$ cat src/rtl/ise_pkg.sv
// Constants shared by the two-wire serial engine control block.
// Assumes a single 125 MHz clock that also serves as the engine's oscillator.
package ise_pkg;

  // Control register location and reset value.
  localparam logic [7:0] ISE_CTRL_OFFSET = 8'hDC;
  localparam logic [7:0] ISE_CTRL_RESET  = 8'h00;

  // Control register field positions.
  localparam int ISE_RATE_MSB_POS  = 7;
  localparam int ISE_ENABLE_POS    = 6;
  localparam int ISE_BEGIN_POS     = 5;
  localparam int ISE_END_POS       = 4;
  localparam int ISE_ADDR_POS      = 3;
  localparam int ISE_ACK_POS       = 2;
  localparam int ISE_RATE_MID_POS  = 1;
  localparam int ISE_RATE_LSB_POS  = 0;

  // Value read back from any other address.
  localparam logic [7:0] ISE_READ_IDLE = 8'h00;

  // Bit period is cut into four quarter phases.
  localparam int         ISE_QUARTERS  = 4;
  localparam logic [3:0] ISE_ACK_INDEX = 4'h8;
  localparam logic [1:0] ISE_PH_LAST   = 2'h3;

  // Oscillator divide ratios for rate codes 0 to 7.
  localparam logic [11:0] ISE_DIV_RATIO [8] = '{
    12'h020, 12'h030, 12'h03C, 12'h078,
    12'h0F0, 12'h1E0, 12'h3C0, 12'h780
  };

  typedef enum logic [2:0] {
    ISE_ST_IDLE   = 3'b000,
    ISE_ST_START  = 3'b001,
    ISE_ST_BIT    = 3'b010,
    ISE_ST_RSTART = 3'b011,
    ISE_ST_STOP   = 3'b100,
    ISE_ST_LOST   = 3'b101
  } ise_state_e;

  // Clock cycles in one quarter of a bit period for a rate code.
  function automatic logic [9:0] ise_quarter(input logic [2:0] code);
    logic [11:0] r;
    r = ISE_DIV_RATIO[code];
    return r[11:2];
  endfunction

endpackage

$ cat src/rtl/ise_engine.sv
// Control part of the two-wire serial engine: control register, master
// start/byte/stop sequencing, clock generation and acknowledge return.
// Assumes bus inputs are already synchronous to clk and that the wired
// level of each open-drain line is built outside from the enables.
//
// Contract
// Clearing the enable bit disables the engine and releases both lines.
// Setting the begin bit enters master mode and sends START once idle.
// The begin bit clears itself when a START is seen on the bus.
// A begin request made during interrupt service waits for its end.
// Setting the end bit in master mode sends a STOP condition.
// The end bit clears itself when a STOP is seen on the bus.
// An end request made during interrupt service waits for its end.
// With ack enable set, data is pulled low in each acknowledge slot; the code does so only as master receiver or as addressed slave.
// With ack enable clear, data is left high in the acknowledge slot.
// In master mode the three rate bits divide the clock by 32 to 1920.
// Software must not pick divide-by-32 at 36 or 40 MHz oscillators.
// The control register reads back what was written and resets to 0.
// After reset the engine is a master receiver with both lines released.
// START and STOP are data edges with clock high; else data moves low.
// Each byte is followed by a ninth acknowledge bit time.
// The clock high phase waits until the sensed clock line is high.
`timescale 1ns/1ps
`default_nettype none
module ise_engine
  import ise_pkg::*;
(
  // Clock and reset.
  input  wire logic       clk,
  input  wire logic       rst_n,
  // Special function register port.
  input  wire logic [7:0] sfr_addr,
  input  wire logic       sfr_wr,
  input  wire logic [7:0] sfr_wdata,
  output logic      [7:0] sfr_rdata,
  // Interrupt service in progress.
  input  wire logic       isr_active,
  // Byte path to the data shift register.
  input  wire logic [7:0] tx_byte,
  input  wire logic [6:0] own_slave_id,
  output logic      [7:0] rx_byte,
  output logic            byte_done,
  output logic            ack_seen_n,
  // Mode status.
  output logic            master_mode,
  output logic            tx_mode,
  output logic            bus_busy,
  output logic            arb_lost,
  // Open-drain bus lines.
  input  wire logic       sda_i,
  output logic            sda_o,
  output logic            sda_oe,
  input  wire logic       scl_i,
  output logic            scl_o,
  output logic            scl_oe
);

  logic [7:0] ctrl_reg;
  ise_state_e state_reg;
  logic [1:0] ph_reg;
  logic [3:0] bit_reg;
  logic [7:0] shift_reg;
  logic       rx_mode_reg;
  logic       addr_byte_reg;
  logic       m_sda_low_reg;
  logic       m_scl_low_reg;
  logic       sda_prev_reg;
  logic       scl_prev_reg;
  logic [3:0] s_cnt_reg;
  logic [7:0] s_shift_reg;
  logic       s_addr_reg;
  logic       s_sel_reg;
  logic       s_ack_low_reg;
  logic       tick;
  logic       wr_ctrl;
  logic       en;
  logic       start_det;
  logic       stop_det;
  logic       scl_rise;
  logic       scl_fall;
  logic       hold;
  logic       ack_en;
  logic       end_go;
  logic       begin_go;

  assign wr_ctrl   = sfr_wr && (sfr_addr == ISE_CTRL_OFFSET);
  assign en        = ctrl_reg[ISE_ENABLE_POS];
  assign ack_en    = ctrl_reg[ISE_ACK_POS];
  assign start_det = scl_i && scl_prev_reg && sda_prev_reg && !sda_i;
  assign stop_det  = scl_i && scl_prev_reg && !sda_prev_reg && sda_i;
  assign scl_rise  = !scl_prev_reg && scl_i;
  assign scl_fall  = scl_prev_reg && !scl_i;
  // Requests made inside interrupt service are deferred until it ends.
  assign end_go    = ctrl_reg[ISE_END_POS] && !isr_active;
  assign begin_go  = ctrl_reg[ISE_BEGIN_POS] && !isr_active;
  // Our own release must reach the pin first, or each bit gains a cycle.
  assign hold      = (state_reg != ISE_ST_IDLE) && !m_scl_low_reg &&
                     !scl_oe && !scl_i;

  ise_rate_div u_div (
    .clk   (clk),
    .rst_n (rst_n),
    .run   (en && (state_reg != ISE_ST_IDLE) && (state_reg != ISE_ST_LOST)),
    .hold  (hold),
    .code  ({ctrl_reg[ISE_RATE_MSB_POS], ctrl_reg[ISE_RATE_MID_POS],
             ctrl_reg[ISE_RATE_LSB_POS]}),
    .tick  (tick)
  );

  ////////////////////////////////////////////////////////////////////////////
  // Control register. A software write beats a same-cycle hardware clear,
  // so a fresh request is never lost.

  always_ff @(posedge clk) begin
    if (!rst_n) begin
      ctrl_reg <= ISE_CTRL_RESET;
    end else if (wr_ctrl) begin
      ctrl_reg <= sfr_wdata;
    end else begin
      if (start_det) begin
        ctrl_reg[ISE_BEGIN_POS] <= 1'b0;
      end
      if (stop_det) begin
        ctrl_reg[ISE_END_POS] <= 1'b0;
      end
    end
  end

  always_ff @(posedge clk) begin
    if (!rst_n) begin
      sfr_rdata <= ISE_READ_IDLE;
    end else if (sfr_addr == ISE_CTRL_OFFSET) begin
      sfr_rdata <= ctrl_reg;
    end else begin
      sfr_rdata <= ISE_READ_IDLE;
    end
  end

  ////////////////////////////////////////////////////////////////////////////
  // Bus condition tracking.

  always_ff @(posedge clk) begin
    if (!rst_n) begin
      sda_prev_reg <= 1'b1;
      scl_prev_reg <= 1'b1;
      bus_busy     <= 1'b0;
    end else begin
      sda_prev_reg <= sda_i;
      scl_prev_reg <= scl_i;
      if (start_det) begin
        bus_busy <= 1'b1;
      end else if (stop_det) begin
        bus_busy <= 1'b0;
      end
    end
  end

  ////////////////////////////////////////////////////////////////////////////
  // Master sequencer. Each bit is four quarters: two with the clock held
  // low (data changes in the first), two with it released.

  always_ff @(posedge clk) begin
    if (!rst_n || !en) begin
      state_reg     <= ISE_ST_IDLE;
      ph_reg        <= 2'h0;
      bit_reg       <= 4'h0;
      shift_reg     <= 8'h00;
      rx_mode_reg   <= 1'b1;
      addr_byte_reg <= 1'b0;
      m_sda_low_reg <= 1'b0;
      m_scl_low_reg <= 1'b0;
      byte_done     <= 1'b0;
      rx_byte       <= 8'h00;
      ack_seen_n    <= 1'b1;
      arb_lost      <= 1'b0;
    end else begin
      byte_done <= 1'b0;
      case (state_reg)
        ISE_ST_IDLE: begin
          m_sda_low_reg <= 1'b0;
          m_scl_low_reg <= 1'b0;
          ph_reg        <= 2'h0;
          if (begin_go && !bus_busy) begin
            state_reg <= ISE_ST_START;
            arb_lost  <= 1'b0;
          end
        end
        ISE_ST_START: begin
          if (tick) begin
            ph_reg <= ph_reg + 2'h1;
            if (ph_reg == 2'h0) begin
              m_sda_low_reg <= 1'b1;
            end else begin
              m_scl_low_reg <= 1'b1;
              state_reg     <= ISE_ST_BIT;
              ph_reg        <= 2'h0;
              bit_reg       <= 4'h0;
              shift_reg     <= tx_byte;
              addr_byte_reg <= 1'b1;
              rx_mode_reg   <= 1'b0;
            end
          end
        end
        ISE_ST_BIT: begin
          if (tick) begin
            ph_reg <= ph_reg + 2'h1;
            case (ph_reg)
              2'h0: begin
                if (bit_reg == ISE_ACK_INDEX) begin
                  m_sda_low_reg <= rx_mode_reg && ack_en;
                end else begin
                  m_sda_low_reg <= !rx_mode_reg && !shift_reg[7];
                end
              end
              2'h1: begin
                m_scl_low_reg <= 1'b0;
              end
              2'h2: begin
              end
              2'h3: begin
                m_scl_low_reg <= 1'b1;
                if (bit_reg != ISE_ACK_INDEX) begin
                  shift_reg <= {shift_reg[6:0], sda_i};
                  bit_reg   <= bit_reg + 4'h1;
                  if (!rx_mode_reg && shift_reg[7] && !sda_i) begin
                    // Another master won: drop off the bus at once.
                    state_reg     <= ISE_ST_LOST;
                    m_sda_low_reg <= 1'b0;
                    m_scl_low_reg <= 1'b0;
                    arb_lost      <= 1'b1;
                    byte_done     <= 1'b1;
                  end
                end else begin
                  bit_reg       <= 4'h0;
                  byte_done     <= 1'b1;
                  rx_byte       <= shift_reg;
                  ack_seen_n    <= sda_i;
                  m_sda_low_reg <= 1'b0;
                  if (addr_byte_reg) begin
                    rx_mode_reg <= shift_reg[0];
                  end
                  addr_byte_reg <= 1'b0;
                  if (end_go) begin
                    state_reg <= ISE_ST_STOP;
                  end else if (begin_go) begin
                    state_reg <= ISE_ST_RSTART;
                  end else begin
                    shift_reg <= tx_byte;
                  end
                end
              end
              default: begin
              end
            endcase
          end
        end
        ISE_ST_RSTART, ISE_ST_STOP: begin
          if (tick) begin
            ph_reg <= ph_reg + 2'h1;
            case (ph_reg)
              2'h0: m_sda_low_reg <= (state_reg == ISE_ST_STOP);
              2'h1: m_scl_low_reg <= 1'b0;
              2'h2: begin
              end
              default: begin
                // Data edge while the clock is high forms the condition.
                m_sda_low_reg <= (state_reg == ISE_ST_RSTART);
                state_reg <= (state_reg == ISE_ST_STOP) ? ISE_ST_IDLE
                                                        : ISE_ST_START;
                ph_reg    <= (state_reg == ISE_ST_STOP) ? 2'h0 : 2'h1;
              end
            endcase
          end
        end
        ISE_ST_LOST: begin
          if (stop_det || !bus_busy) begin
            state_reg <= ISE_ST_IDLE;
          end
        end
        default: begin
          state_reg <= ISE_ST_IDLE;
        end
      endcase
    end
  end

  ////////////////////////////////////////////////////////////////////////////
  // Slave receiver acknowledge. Only acts while not running as master.

  always_ff @(posedge clk) begin
    if (!rst_n || !en) begin
      s_cnt_reg     <= 4'h0;
      s_shift_reg   <= 8'h00;
      s_addr_reg    <= 1'b0;
      s_sel_reg     <= 1'b0;
      s_ack_low_reg <= 1'b0;
    end else if (start_det) begin
      s_cnt_reg     <= 4'h0;
      s_addr_reg    <= 1'b1;
      s_sel_reg     <= 1'b0;
      s_ack_low_reg <= 1'b0;
    end else if (stop_det) begin
      s_addr_reg    <= 1'b0;
      s_sel_reg     <= 1'b0;
      s_ack_low_reg <= 1'b0;
    end else if (state_reg == ISE_ST_IDLE || state_reg == ISE_ST_LOST) begin
      if (scl_rise && s_cnt_reg < ISE_ACK_INDEX) begin
        s_shift_reg <= {s_shift_reg[6:0], sda_i};
      end
      if (scl_fall) begin
        if (s_cnt_reg == ISE_ACK_INDEX - 4'h1) begin
          s_cnt_reg <= ISE_ACK_INDEX;
          if (s_addr_reg) begin
            // Only write addresses are taken; reads deselect the slave.
            s_sel_reg <= (s_shift_reg[7:1] == own_slave_id) &&
                         !s_shift_reg[0];
            s_ack_low_reg <= ack_en &&
                             (s_shift_reg[7:1] == own_slave_id);
          end else begin
            s_ack_low_reg <= ack_en && s_sel_reg;
          end
        end else if (s_cnt_reg == ISE_ACK_INDEX) begin
          s_cnt_reg     <= 4'h0;
          s_addr_reg    <= 1'b0;
          s_ack_low_reg <= 1'b0;
        end else begin
          s_cnt_reg <= s_cnt_reg + 4'h1;
        end
      end
    end
  end

  ////////////////////////////////////////////////////////////////////////////
  // Pin and status outputs, all registered.

  always_ff @(posedge clk) begin
    if (!rst_n) begin
      sda_o       <= 1'b0;
      scl_o       <= 1'b0;
      sda_oe      <= 1'b0;
      scl_oe      <= 1'b0;
      master_mode <= 1'b1;
      tx_mode     <= 1'b0;
    end else begin
      sda_o       <= 1'b0;
      scl_o       <= 1'b0;
      sda_oe      <= en && (m_sda_low_reg || s_ack_low_reg);
      scl_oe      <= en && m_scl_low_reg;
      master_mode <= (state_reg != ISE_ST_LOST) && !s_sel_reg;
      tx_mode     <= (state_reg != ISE_ST_IDLE) &&
                     (state_reg != ISE_ST_LOST) && !rx_mode_reg;
    end
  end
endmodule
`default_nettype wire

$ cat src/rtl/ise_rate_div.sv
// Quarter-bit enable generator for the serial engine master clock.
// Assumes the caller raises hold while the clock line is released but low.
`timescale 1ns/1ps
`default_nettype none
module ise_rate_div
  import ise_pkg::*;
(
  // Clock and reset.
  input  wire logic       clk,
  input  wire logic       rst_n,
  // Control.
  input  wire logic       run,
  input  wire logic       hold,
  input  wire logic [2:0] code,
  // Quarter enable pulse.
  output logic            tick
);

  logic [9:0] cnt_reg;

  always_ff @(posedge clk) begin
    if (!rst_n || !run) begin
      cnt_reg <= 10'h000;
      tick    <= 1'b0;
    end else if (hold) begin
      // Another device stretches the clock, so time stands still.
      tick <= 1'b0;
    end else if (cnt_reg >= ise_quarter(code) - 10'h001) begin
      cnt_reg <= 10'h000;
      tick    <= 1'b1;
    end else begin
      cnt_reg <= cnt_reg + 10'h001;
      tick    <= 1'b0;
    end
  end
endmodule
`default_nettype wire
$ cat config.mk
export PLATFORM = sky130hd
export DESIGN_NAME = ise_engine
export DESIGN_NICKNAME = d
export VERILOG_FILES = /design/src/rtl/ise_pkg.sv /design/src/rtl/ise_engine.sv /design/src/rtl/ise_rate_div.sv
export SDC_FILE = /design/constraint.sdc
export NUM_CORES = 1
export LEC_CHECK = 0
export BUFFER_PORTS_ARGS = -buffer_cell sky130_fd_sc_hd__buf_2
export CAP_MARGIN = 20
export CORE_ASPECT_RATIO = 1.5
export CORE_MARGIN = 8
export CORE_UTILIZATION = 62
export CTS_BUF_LIST = sky130_fd_sc_hd__clkbuf_16
export DETAILED_ROUTE_END_ITERATION = 12
export PLACE_DENSITY = 0.95
export SLEW_MARGIN = 20
export SYNTH_ARGS = -nofsm -noshare
export SYNTH_HDL_FRONTEND = slang
export SYNTH_HIERARCHICAL = 1
export SYNTH_SLANG_ARGS = --single-unit
$ cat constraint.sdc
create_clock -name clk -period 5.4 [get_ports clk]
set_clock_uncertainty 0.05 [all_clocks]
set_input_delay 1.08 -clock clk [delete_from_list [all_inputs] [get_ports clk]]
set_output_delay 1.08 -clock clk [all_outputs]
set_load 0.005 [all_outputs]
Word-level counts from Yosys, hierarchy flattened
Memories as Yosys holds them, arrays and structs flattened.
Cells that the tools add are included.
- bits in read-only memories: 96
- register bits: 81
- word-level logic and storage cells: 260
- memories kept: 1
- input bits: 37
- output and inout port bits: 26
- $lt $le $gt $ge: 3
- reduce and logical (&&, ||, !) cells: 85
- bitwise logic cells: 7
- multiplexer cells: 91
- $add $sub $neg: 5
- eq/ne operators: 38
- memory list (name ; words ; width ; read ports ; clocked after Yosys merged registers in ; write ports ; RTL line ; source):
    (name not given) ; 8 ; 12 ; 1 ; 0 ; 0 ; ise_pkg.sv:45 ; r = ISE_DIV_RATIO[code];
- operator list (operator ; count):
    8-bit 2-to-1 mux ; 7
    1-bit 2-to-1 mux ; 44
    3-bit 2-to-1 mux ; 12
    1-bit logical AND ; 29
    4-bit 2-to-1 mux ; 7
    12-bit 2-to-1 mux ; 2
    2-bit != test (second input constant) ; 12
    3-bit != test (second input constant) ; 7
    7-bit AND reduction ; 3
    4-bit AND reduction ; 5
    8-bit one-hot mux with 2 select lines ; 1
    1-bit zero test ; 15
    3-bit one-hot mux with 5 select lines ; 1
    2-bit 2-to-1 mux ; 6
    4-bit != test (second input constant) ; 3
    1-bit one-hot mux with 2 select lines ; 6
    6-bit AND reduction ; 2
    2-bit nonzero test ; 6
    3-bit nonzero test ; 4
    10-bit by 1-bit adder with 10-bit output (second input constant) ; 1
    10-bit >= comparator ; 1
    10-bit 2-to-1 mux ; 1
    10-bit AND reduction ; 1
    10-bit by 1-bit subtractor with 10-bit output (second input constant) ; 1
    other kinds (30) ; 52

Longest topological paths before layout
Gate-level depths: netlist (run 1).
- depth after elaboration: 8
- mapped depth: 9
- depth with buffers taken out: 8

Modules after synthesis
Netlist (run 1), hierarchy kept.
- by module, submodules not included (module ; area an instance (µm²) ; seq. area each (µm²) ; instances ; cells an instance):
    ise_engine ; 3487.1 ; 1401.3 ; 1 ; 403
    ise_rate_div ; 843.3 ; 220.2 ; 1 ; 99

Worst setup path after synthesis (run 1)
No wires, ideal clock.
- path type: input-to-reg
- from: in scl_i
- to: reg u_div.cnt_reg[2]
- arrival: 2.317 ns
- path buffers: 2
- path slack: 2.900 ns
- cell stages on the path: 6
- required time: 5.217 ns
- library setup time: 0.133 ns
- path through: clkbuf_1 nor4_1 clkbuf_1 nor3b_1 o211ai_1 a21oi_1
- cells in the longest elaborated chain, start to end: 2
- ends and longest elaborated chain (what ; RTL line ; source):
    from (decl) ; ise_engine.sv:53 ; input wire logic scl_i,
    1-bit zero test ; ise_engine.sv:98 ; !scl_oe && !scl_i;
    1-bit logical AND ; ise_engine.sv:98 ;
    via hold ; ise_engine.sv:81 ; logic hold;
    to (signal assigned) ; ise_rate_div.sv:32 ; cnt_reg <= cnt_reg + 10'h001;
    to (decl) ; ise_rate_div.sv:19 ; logic [9:0] cnt_reg;
The timed path passes the listed nets, and every way through them passes these cells.
A chain may end at the register's enable or synchronous reset.

Final worst setup path (run 1)
- from: reg state_reg[1]
- to: reg m_sda_low_reg
- cells in the longest elaborated chain, start to end: 4
- elaborated cells on any way between the ends: 18
- those cells by class: eq/ne (11); mux (3); reduce/logical (4)
- ends and longest elaborated chain (what ; RTL line ; source):
    from (decl) ; ise_engine.sv:59 ; ise_state_e state_reg;
    from (signal assigned) ; ise_engine.sv:268 ; state_reg <= (state_reg == ISE_ST_STOP) ? ISE_ST_IDLE
    3-bit by 2-bit equality test with 1-bit output / 3-bit equality test (equally long branches) ; ise_engine.sv:178, ise_engine.sv:267, ise_engine.sv:261 ;
    1-bit one-hot mux with 2 select lines / 2-bit OR reduction (equally long branches) ; ise_engine.sv:260, ise_engine.sv:178 ;
    1-bit 2-to-1 mux (tied with other cells) ; ise_engine.sv:258 ; if (tick) begin
    1-bit one-hot mux with 4 select lines / 8-bit AND reduction (equally long branches) ; n/a ;
    to (signal assigned) ; ise_engine.sv:210 ; m_sda_low_reg <= rx_mode_reg && ack_en;
    to (signal assigned) ; ise_engine.sv:261 ; 2'h0: m_sda_low_reg <= (state_reg == ISE_ST_STOP);
    to (signal assigned) ; ise_engine.sv:267 ; m_sda_low_reg <= (state_reg == ISE_ST_RSTART);
    to (decl) ; ise_engine.sv:65 ; logic m_sda_low_reg;
Several ways; a longest one is shown, not always the timed one. The select of a mux whose other input is x is not followed.

==> metrics.txt, run 1 <==
outcome finished clean; slack of the worst reg-to-reg path 2620 ps; area fraction of the dominant cell type after synthesis 37.45%; wire length per cell 16.52 um; RSZ-0062 raised after global routing no; vias after detailed routing 3796; largest net degree at the start of global routing 41; P per Cell Area 242.0 nW/um^2; mean post-synth cell area 8.626 sq um; DRC violation count after routing 0; total of warnings raised by yosys 6; netlist area before placement 4330 sq um; Critical Setup Path Class register to register; post-CTS setup buffer count 0; fin worst setup slack 2619 ps; highest cell delay on the worst timing path 770 ps; Final Routed Wirelength 10380 um; synthesized instance count 502; number of buffers inserted for hold repair after clock tree synthesis 0; Final HPWL DP 7377 um; biggest fanout along the worst timing path 21; Critical R2R Launch state_reg[1]$_SDFFE_PP0P_; effective utilization at floorplan 63.63%; cell chain of the critical path nor3b_4 > nand2_1 > o32ai_1 > nor4b_1 > a211oi_1; mean number of vias per cell 6.045; minimum clock period 2781 ps; depth of the CTS H-tree 3; die outline area 9970 sq um; global routing usage summed across all routing layers 20.65%; CTS root buf sky130_fd_sc_hd__clkbuf_16; final count of negative-setup-slack endpoints 0; top-level I/O count 63; number of cells in the finished layout apart from fillers 628; Rows 37; maximum vdd ir drop 0.0001734 V; Cell variety after synth 66; kind of cell adding the most delay to the critical path simple AND/OR/NAND/NOR gates; critical path required time 5600 ps; end of the worst hold path ctrl_reg[3]$_SDFFE_PN0P_; area occupied by multi-input gates 2504 sq um; fraction of registers with async set or reset after synthesis 0%; Slew Limit Fails 0; number of hold-slack violations in the final timing report 0; count of max-cap constraint violations 0; number of flip-flops in the largest register 10; CTS tree built; Crit. Startpoint state_reg[1]$_SDFFE_PP0P_; buffers from clock root to sink, at most 2; pre-CTS setup slack 2698 ps; Core Region 6805 sq um; number of antenna violations at the first check in global routing 0; count of instances resized after the clock tree is built 0; worst hold path class register to register; number of nets still failing antenna checks after routing 0; clock-pin slew of the registers on the worst-case setup and hold paths 60 ps; Fin Hold WS 406.5 ps; largest area contributor in the synthesized netlist sky130_fd_sc_hd__dfxtp_1; proportion of synthesized chip area in sequential cells 37.45%; routability congestion estimate 0.8553; launch point of the worst hold path ctrl_reg[3]$_SDFFE_PN0P_; Reg-to-Reg End m_sda_low_reg$_SDFFE_PP0P_; area post-placement 4591 sq um; worst-path cell with the longest stage delay sky130_fd_sc_hd__dfxtp_1; Tightest Pin Transition 867.2 ps; Area growth, synth to finish 12.11%; final worst-path cycle share 51.50%; clock insertion delay at the later pin of the skew report 330 ps; reg2reg path depth 5; number of cells after detailed placement 612; count of input and output buffers 60; number of nets in the layout 601; width of the die 84.24 um; Total Negative Setup Slacks 0 ps; Seq cells post-synth 81; wire length of the first global-routing pass 17320 um; Crit. End Element register; share of cells above drive strength 1 16.18%; CTS buffer count 9; total leakage power 1.836 nW; worst path buffer plus inverter count 0; CP arrival 2980 ps; Max transition margin 42.11%; number of antenna cells inserted 0; EDFF count, synth 0; final std cell area, no fill 4855 sq um; FF+latch area 1622 sq um; TritonCTS Sinks 81; category of the worst setup path launch point register; via count of the first global-routing pass 3759; Hold Path Depth 2; GRT overflow 0; highest clock frequency the design can meet 359.6 MHz; most used flip-flop cell after synthesis sky130_fd_sc_hd__dfxtp_1; ranking of synthesized cells by area sky130_fd_sc_hd__dfxtp_1, sky130_fd_sc_hd__mux2i_1, sky130_fd_sc_hd__ha_1, sky130_fd_sc_hd__nand2_1, sky130_fd_sc_hd__nor2_1; DRC violation total after the first TritonRoute iteration 338; overall die height 118.4 um; DRT Pass-1 Iters 5; fill cell count 500
[worst min-delay path: cells and delay by family, from the launching register on]
kind,cells,cell delay [ps]
flip-flops,1,300
AO/OA/AOI/OAI,1,50
AND/OR/NAND/NOR,1,50
[through the flow]
stage	power, mW	utilization (%)
CTS	1.181	71.34
detailed placement	0.6504	67.46
global placement	0.6490	67.46
finish	1.175	71.34
global route	1.214	71.34
floorplan	0.6336	-
[power breakdown]
group | leakage, nW | switching (mW) | internal, mW | total (mW)
clock network | 0.124 | 0.232 | 0.305 | 0.537
logic | 1.06 | 0.0182 | 0.0181 | 0.0363
registers | 0.653 | 0.00231 | 0.599 | 0.601
total | 1.84 | 0.253 | 0.922 | 1.18
[cells in the final DEF (no fill, tap or decap), types with 9 or more instances in the layout]
cell / netlist / routed
sky130_fd_sc_hd__inv_1: 14 / 15
sky130_fd_sc_hd__nand2_1: 58 / 58
sky130_fd_sc_hd__xor2_1: 10 / 10
sky130_fd_sc_hd__nand3_1: 22 / 22
sky130_fd_sc_hd__and3_1: 10 / 10
sky130_fd_sc_hd__clkbuf_16: 0 / 9
sky130_fd_sc_hd__a21oi_1: 28 / 28
sky130_fd_sc_hd__ha_1: 19 / 19
sky130_fd_sc_hd__o21ai_0: 15 / 15
sky130_fd_sc_hd__nand2b_1: 17 / 17
sky130_fd_sc_hd__dfxtp_1: 81 / 81
sky130_fd_sc_hd__mux2i_1: 24 / 24
sky130_fd_sc_hd__buf_2: 4 / 60
sky130_fd_sc_hd__nor2_1: 48 / 48
[kinds of logic (layout without fill, tap and decap cells)]
kind of cell / Yosys count / in the layout / share of synthesized area (%)
other: 2 / 3 / 0.1734
and+or+nand+nor: 219 / 219 / 27.25
xor gates and xnor gates: 15 / 15 / 3.207
adders and majority gates: 19 / 19 / 5.490
AOI/OAI and AO/OA: 97 / 97 / 15.92
muxes: 24 / 24 / 5.548
DFF: 81 / 81 / 37.45
buffers and inverters: 45 / 92 / 4.970
[how the worst max path moves through the flow]
| stage | endpoint | slack, ps | cells after the start |
|---|---|---|---|
| global route | m_sda_low_reg$_SDFFE_PP0P_ | 2330 | 5 |
| floorplan | u_div/cnt_reg[2]$_SDFFE_PP0N_ | 2900 | 6 |
| CTS | m_sda_low_reg$_SDFFE_PP0P_ | 2670 | 5 |
| finish | m_sda_low_reg$_SDFFE_PP0P_ | 2620 | 5 |
| detailed placement | m_sda_low_reg$_SDFFE_PP0P_ | 2700 | 5 |
| global placement | m_sda_low_reg$_SDFFE_PP0P_ | 2780 | 5 |
[cells in the mapped netlist (5+ instances only)]
master / count
sky130_fd_sc_hd__a21boi_0: 8
sky130_fd_sc_hd__a21oi_1: 28
sky130_fd_sc_hd__a311oi_1: 8
sky130_fd_sc_hd__a31oi_1: 7
sky130_fd_sc_hd__and3_1: 10
sky130_fd_sc_hd__buf_4: 5
sky130_fd_sc_hd__clkbuf_1: 18
sky130_fd_sc_hd__dfxtp_1: 81
sky130_fd_sc_hd__ha_1: 19
sky130_fd_sc_hd__inv_1: 14
sky130_fd_sc_hd__mux2i_1: 24
sky130_fd_sc_hd__nand2_1: 58
sky130_fd_sc_hd__nand2b_1: 17
sky130_fd_sc_hd__nand3_1: 22
sky130_fd_sc_hd__nand4_1: 5
sky130_fd_sc_hd__nor2_1: 48
sky130_fd_sc_hd__nor2b_1: 6
sky130_fd_sc_hd__nor3_1: 8
sky130_fd_sc_hd__nor3b_1: 5
sky130_fd_sc_hd__nor4_1: 5
sky130_fd_sc_hd__o211ai_1: 5
sky130_fd_sc_hd__o21ai_0: 15
sky130_fd_sc_hd__xor2_1: 10
[per-layer routing]
metal / share of wire [%] / track usage [%] / wire length, um / vias up
met5: 0 / 0 / 0 / -
met3: 6.8 / 5.911 / 704 / 27
li1: - / - / - / 1856
met4: 3.3 / 10.30 / 343 / 0
met2: 52 / 35.85 / 5345 / 136
met1: 38 / 22.09 / 3981 / 1777
[final cells by class]
type | count | share of cell area, %
tap | 78 | 2.010
sequential | 81 | 33.40
clock inverter | 7 | 0.7990
inverter | 14 | 1.082
timing repair buffer | 62 | 6.495
multi-input combinational | 377 | 51.57
clock buffer | 9 | 4.639
Note: power is estimated with default switching activity, not from simulation.
==> inputs of run 2 (changes only) <==
CORE_UTILIZATION = 57   (was 62)
PLACE_DENSITY = 0.9   (was 0.95)
clock period = 2.6 ns   (was 5.4 ns; I/O delays follow)
==> run 2 against run 1 <==
Critical path depth rose by 1. Core utilization fell by 4.9 points. Die area rose by 7.3%. Clock-buffer cell count did not move. Via count rose by 1.1%. Non-clock buffer count rose by 8. Global-route usage fell by 1.2 points. Flip-flop and latch count did not move. Critical path type unchanged. Largest cell class unchanged.
==> metrics.txt, run 2 (same netlist as run 1, synthesis figures left out) <==
number of nets in the layout 609; number of antenna cells inserted 0; CTS root buf sky130_fd_sc_hd__clkbuf_16; top-level I/O count 63; number of antenna violations at the first check in global routing 0; global routing usage summed across all routing layers 19.47%; switching component of the power 541.5 uW; critical path required time 2790 ps; cell chain of the critical path buf_4 > nor2b_1 > o21ai_1 > a31oi_4 > nor2_1 > a311oi_1; routability congestion estimate 0.9225; width of the die 87.17 um; most common cell after layout, fill and taps aside sky130_fd_sc_hd__dfxtp_1; depth of the CTS H-tree 3; minimum clock period 2261 ps; number of hold-slack violations in the final timing report 0; number of nets still failing antenna checks after routing 0; share of cells above drive strength 1 17.38%; P per Cell Area 533.5 nW/um^2; category of the worst setup path launch point register; Final Routed Wirelength 10150 um; Core Region 7515 sq um; Total Negative Setup Slacks 0 ps; DRC violation count after routing 0; Design Power 2.663 mW; Crit. Startpoint state_reg[2]$_SDFFE_PP0P_; post-CTS setup buffer count 0; proportion of total power due to net switching 20.33%; Internal Power 2.122 mW; maximum vdd ir drop 0.0004988 V; RSZ-0062 raised after global routing no; part of the power in registers 46.9%; count of max-cap constraint violations 0; mean number of vias per cell 5.817; number of cells after detailed placement 644; largest net degree at the start of global routing 25; Critical Setup Path Class register to register; count of input and output buffers 60; highest cell delay on the worst timing path 520 ps; Rows 39; clock insertion delay at the later pin of the skew report 340 ps; Area growth, synth to finish 15.28%; overall die height 122.8 um; clock-pin slew of the registers on the worst-case setup and hold paths 60 ps; CP arrival 2450 ps; TritonCTS Sinks 81; launch point of the worst hold path sfr_wdata[3]; GRT overflow 0; final worst-path cycle share 86.97%; number of cells in the finished layout apart from fillers 660; buffers from clock root to sink, at most 2; Tightest Pin Transition 758.8 ps; CTS buffer count 9; count of instances resized after the clock tree is built 0; slack of the worst reg-to-reg path 340 ps; highest clock frequency the design can meet 442.2 MHz; number of flip-flops in the largest register 10; worst-path cell with the longest stage delay sky130_fd_sc_hd__dfxtp_1; final count of negative-setup-slack endpoints 0; share of total power in the clock network 50.3%; die outline area 10700 sq um; DRC violation total after the first TritonRoute iteration 213; effective utilization at floorplan 57.63%; CTS tree built; Final HPWL DP 7653 um; worst hold path class primary input to register; outcome finished clean; via count of the first global-routing pass 3823; DRT Pass-1 Iters 5; wire length of the first global-routing pass 16860 um; Max transition margin 49.08%; Slew Limit Fails 0; total leakage power 1.906 nW; biggest fanout along the worst timing path 17; vias after detailed routing 3839; Critical R2R Launch state_reg[2]$_SDFFE_PP0P_; wire length per cell 15.38 um; Crit. End Element register; number of buffers inserted for hold repair after clock tree synthesis 0; most frequent cells in the layout sky130_fd_sc_hd__dfxtp_1, sky130_fd_sc_hd__buf_2, sky130_fd_sc_hd__nand2_1, sky130_fd_sc_hd__nor2_1, sky130_fd_sc_hd__a21oi_1; proportion of power drawn by combinational gates 2.8%
==> run 2: cell count changes in the layout (fill, tap and decap cells not counted), sizes merged <==
| cell | before | now |
|---|---|---|
| buf | 62 | 70 |
| bufinv | 0 | 2 |
| clkinv | 3 | 1 |
| clkinvlp | 3 | 1 |
| inv | 15 | 17 |
==> run 2: metrics by stage <==
stage / hold WS, ps / area (sq um) / util (%) / setup slack (ps)
after floorplan: 380.6 / 4334 / - / 431.5
after global placement: 389.4 / 4674 / 62.20 / 499.1
after detailed placement: 394.3 / 4674 / 62.20 / 418.0
after CTS: 364.8 / 4992 / 66.43 / 396.4
after global routing: 378.4 / 4992 / 66.43 / 174.2
final: 375.3 / 4992 / 66.43 / 338.8
==> run 2: metal layers <==
layer  track usage (%)  share of wire [%]  vias to the layer above
met1             20.55                 40                     1790
met5                 0                  0                        -
met3             5.630                6.9                       29
met2             34.61                 51                      144
li1                  -                  -                     1876
met4             9.189                2.5                        0
==> run 2: final cells by class <==
class                      count  area, sq um
timing repair buffer          70        375.4
inverter                      14        52.55
fill                         605         2522
clock buffer                   9        225.2
multi-input combinational    377         2497
sequential                    81         1622
tap                          102        127.6
clock inverter                 7        92.59
==> run 2: path summary, 6_finish.rpt <==
kind | endpoint | cells after the start
hold / removal | ctrl_reg[3]$_SDFFE_PN0P_ | 3
hold reg to reg | ctrl_reg[3]$_SDFFE_PN0P_ | 2
setup reg to reg | shift_reg[2]$_SDFFE_PP0P_ | 6
setup / recovery | shift_reg[2]$_SDFFE_PP0P_ | 6
==> run 2: critical path, delay by kind of cell, from the launching register on <==
| kind | cells | cell delay, ps |
|---|---|---|
| compound gates | 3 | 1040 |
| flops | 1 | 520 |
| buf+inv | 1 | 280 |
| simple gates | 2 | 260 |
==> run 2: power groups by stage <==
stage,clock (mW),sequential (mW),combinational (mW)
2_1_floorplan,0,1.28,0.0409
3_5_place_dp,0,1.28,0.0747
5_1_grt,1.41,1.25,0.0822
6_report,1.34,1.25,0.0747
3_3_place_gp,0,1.28,0.0712
4_1_cts,1.36,1.25,0.0749
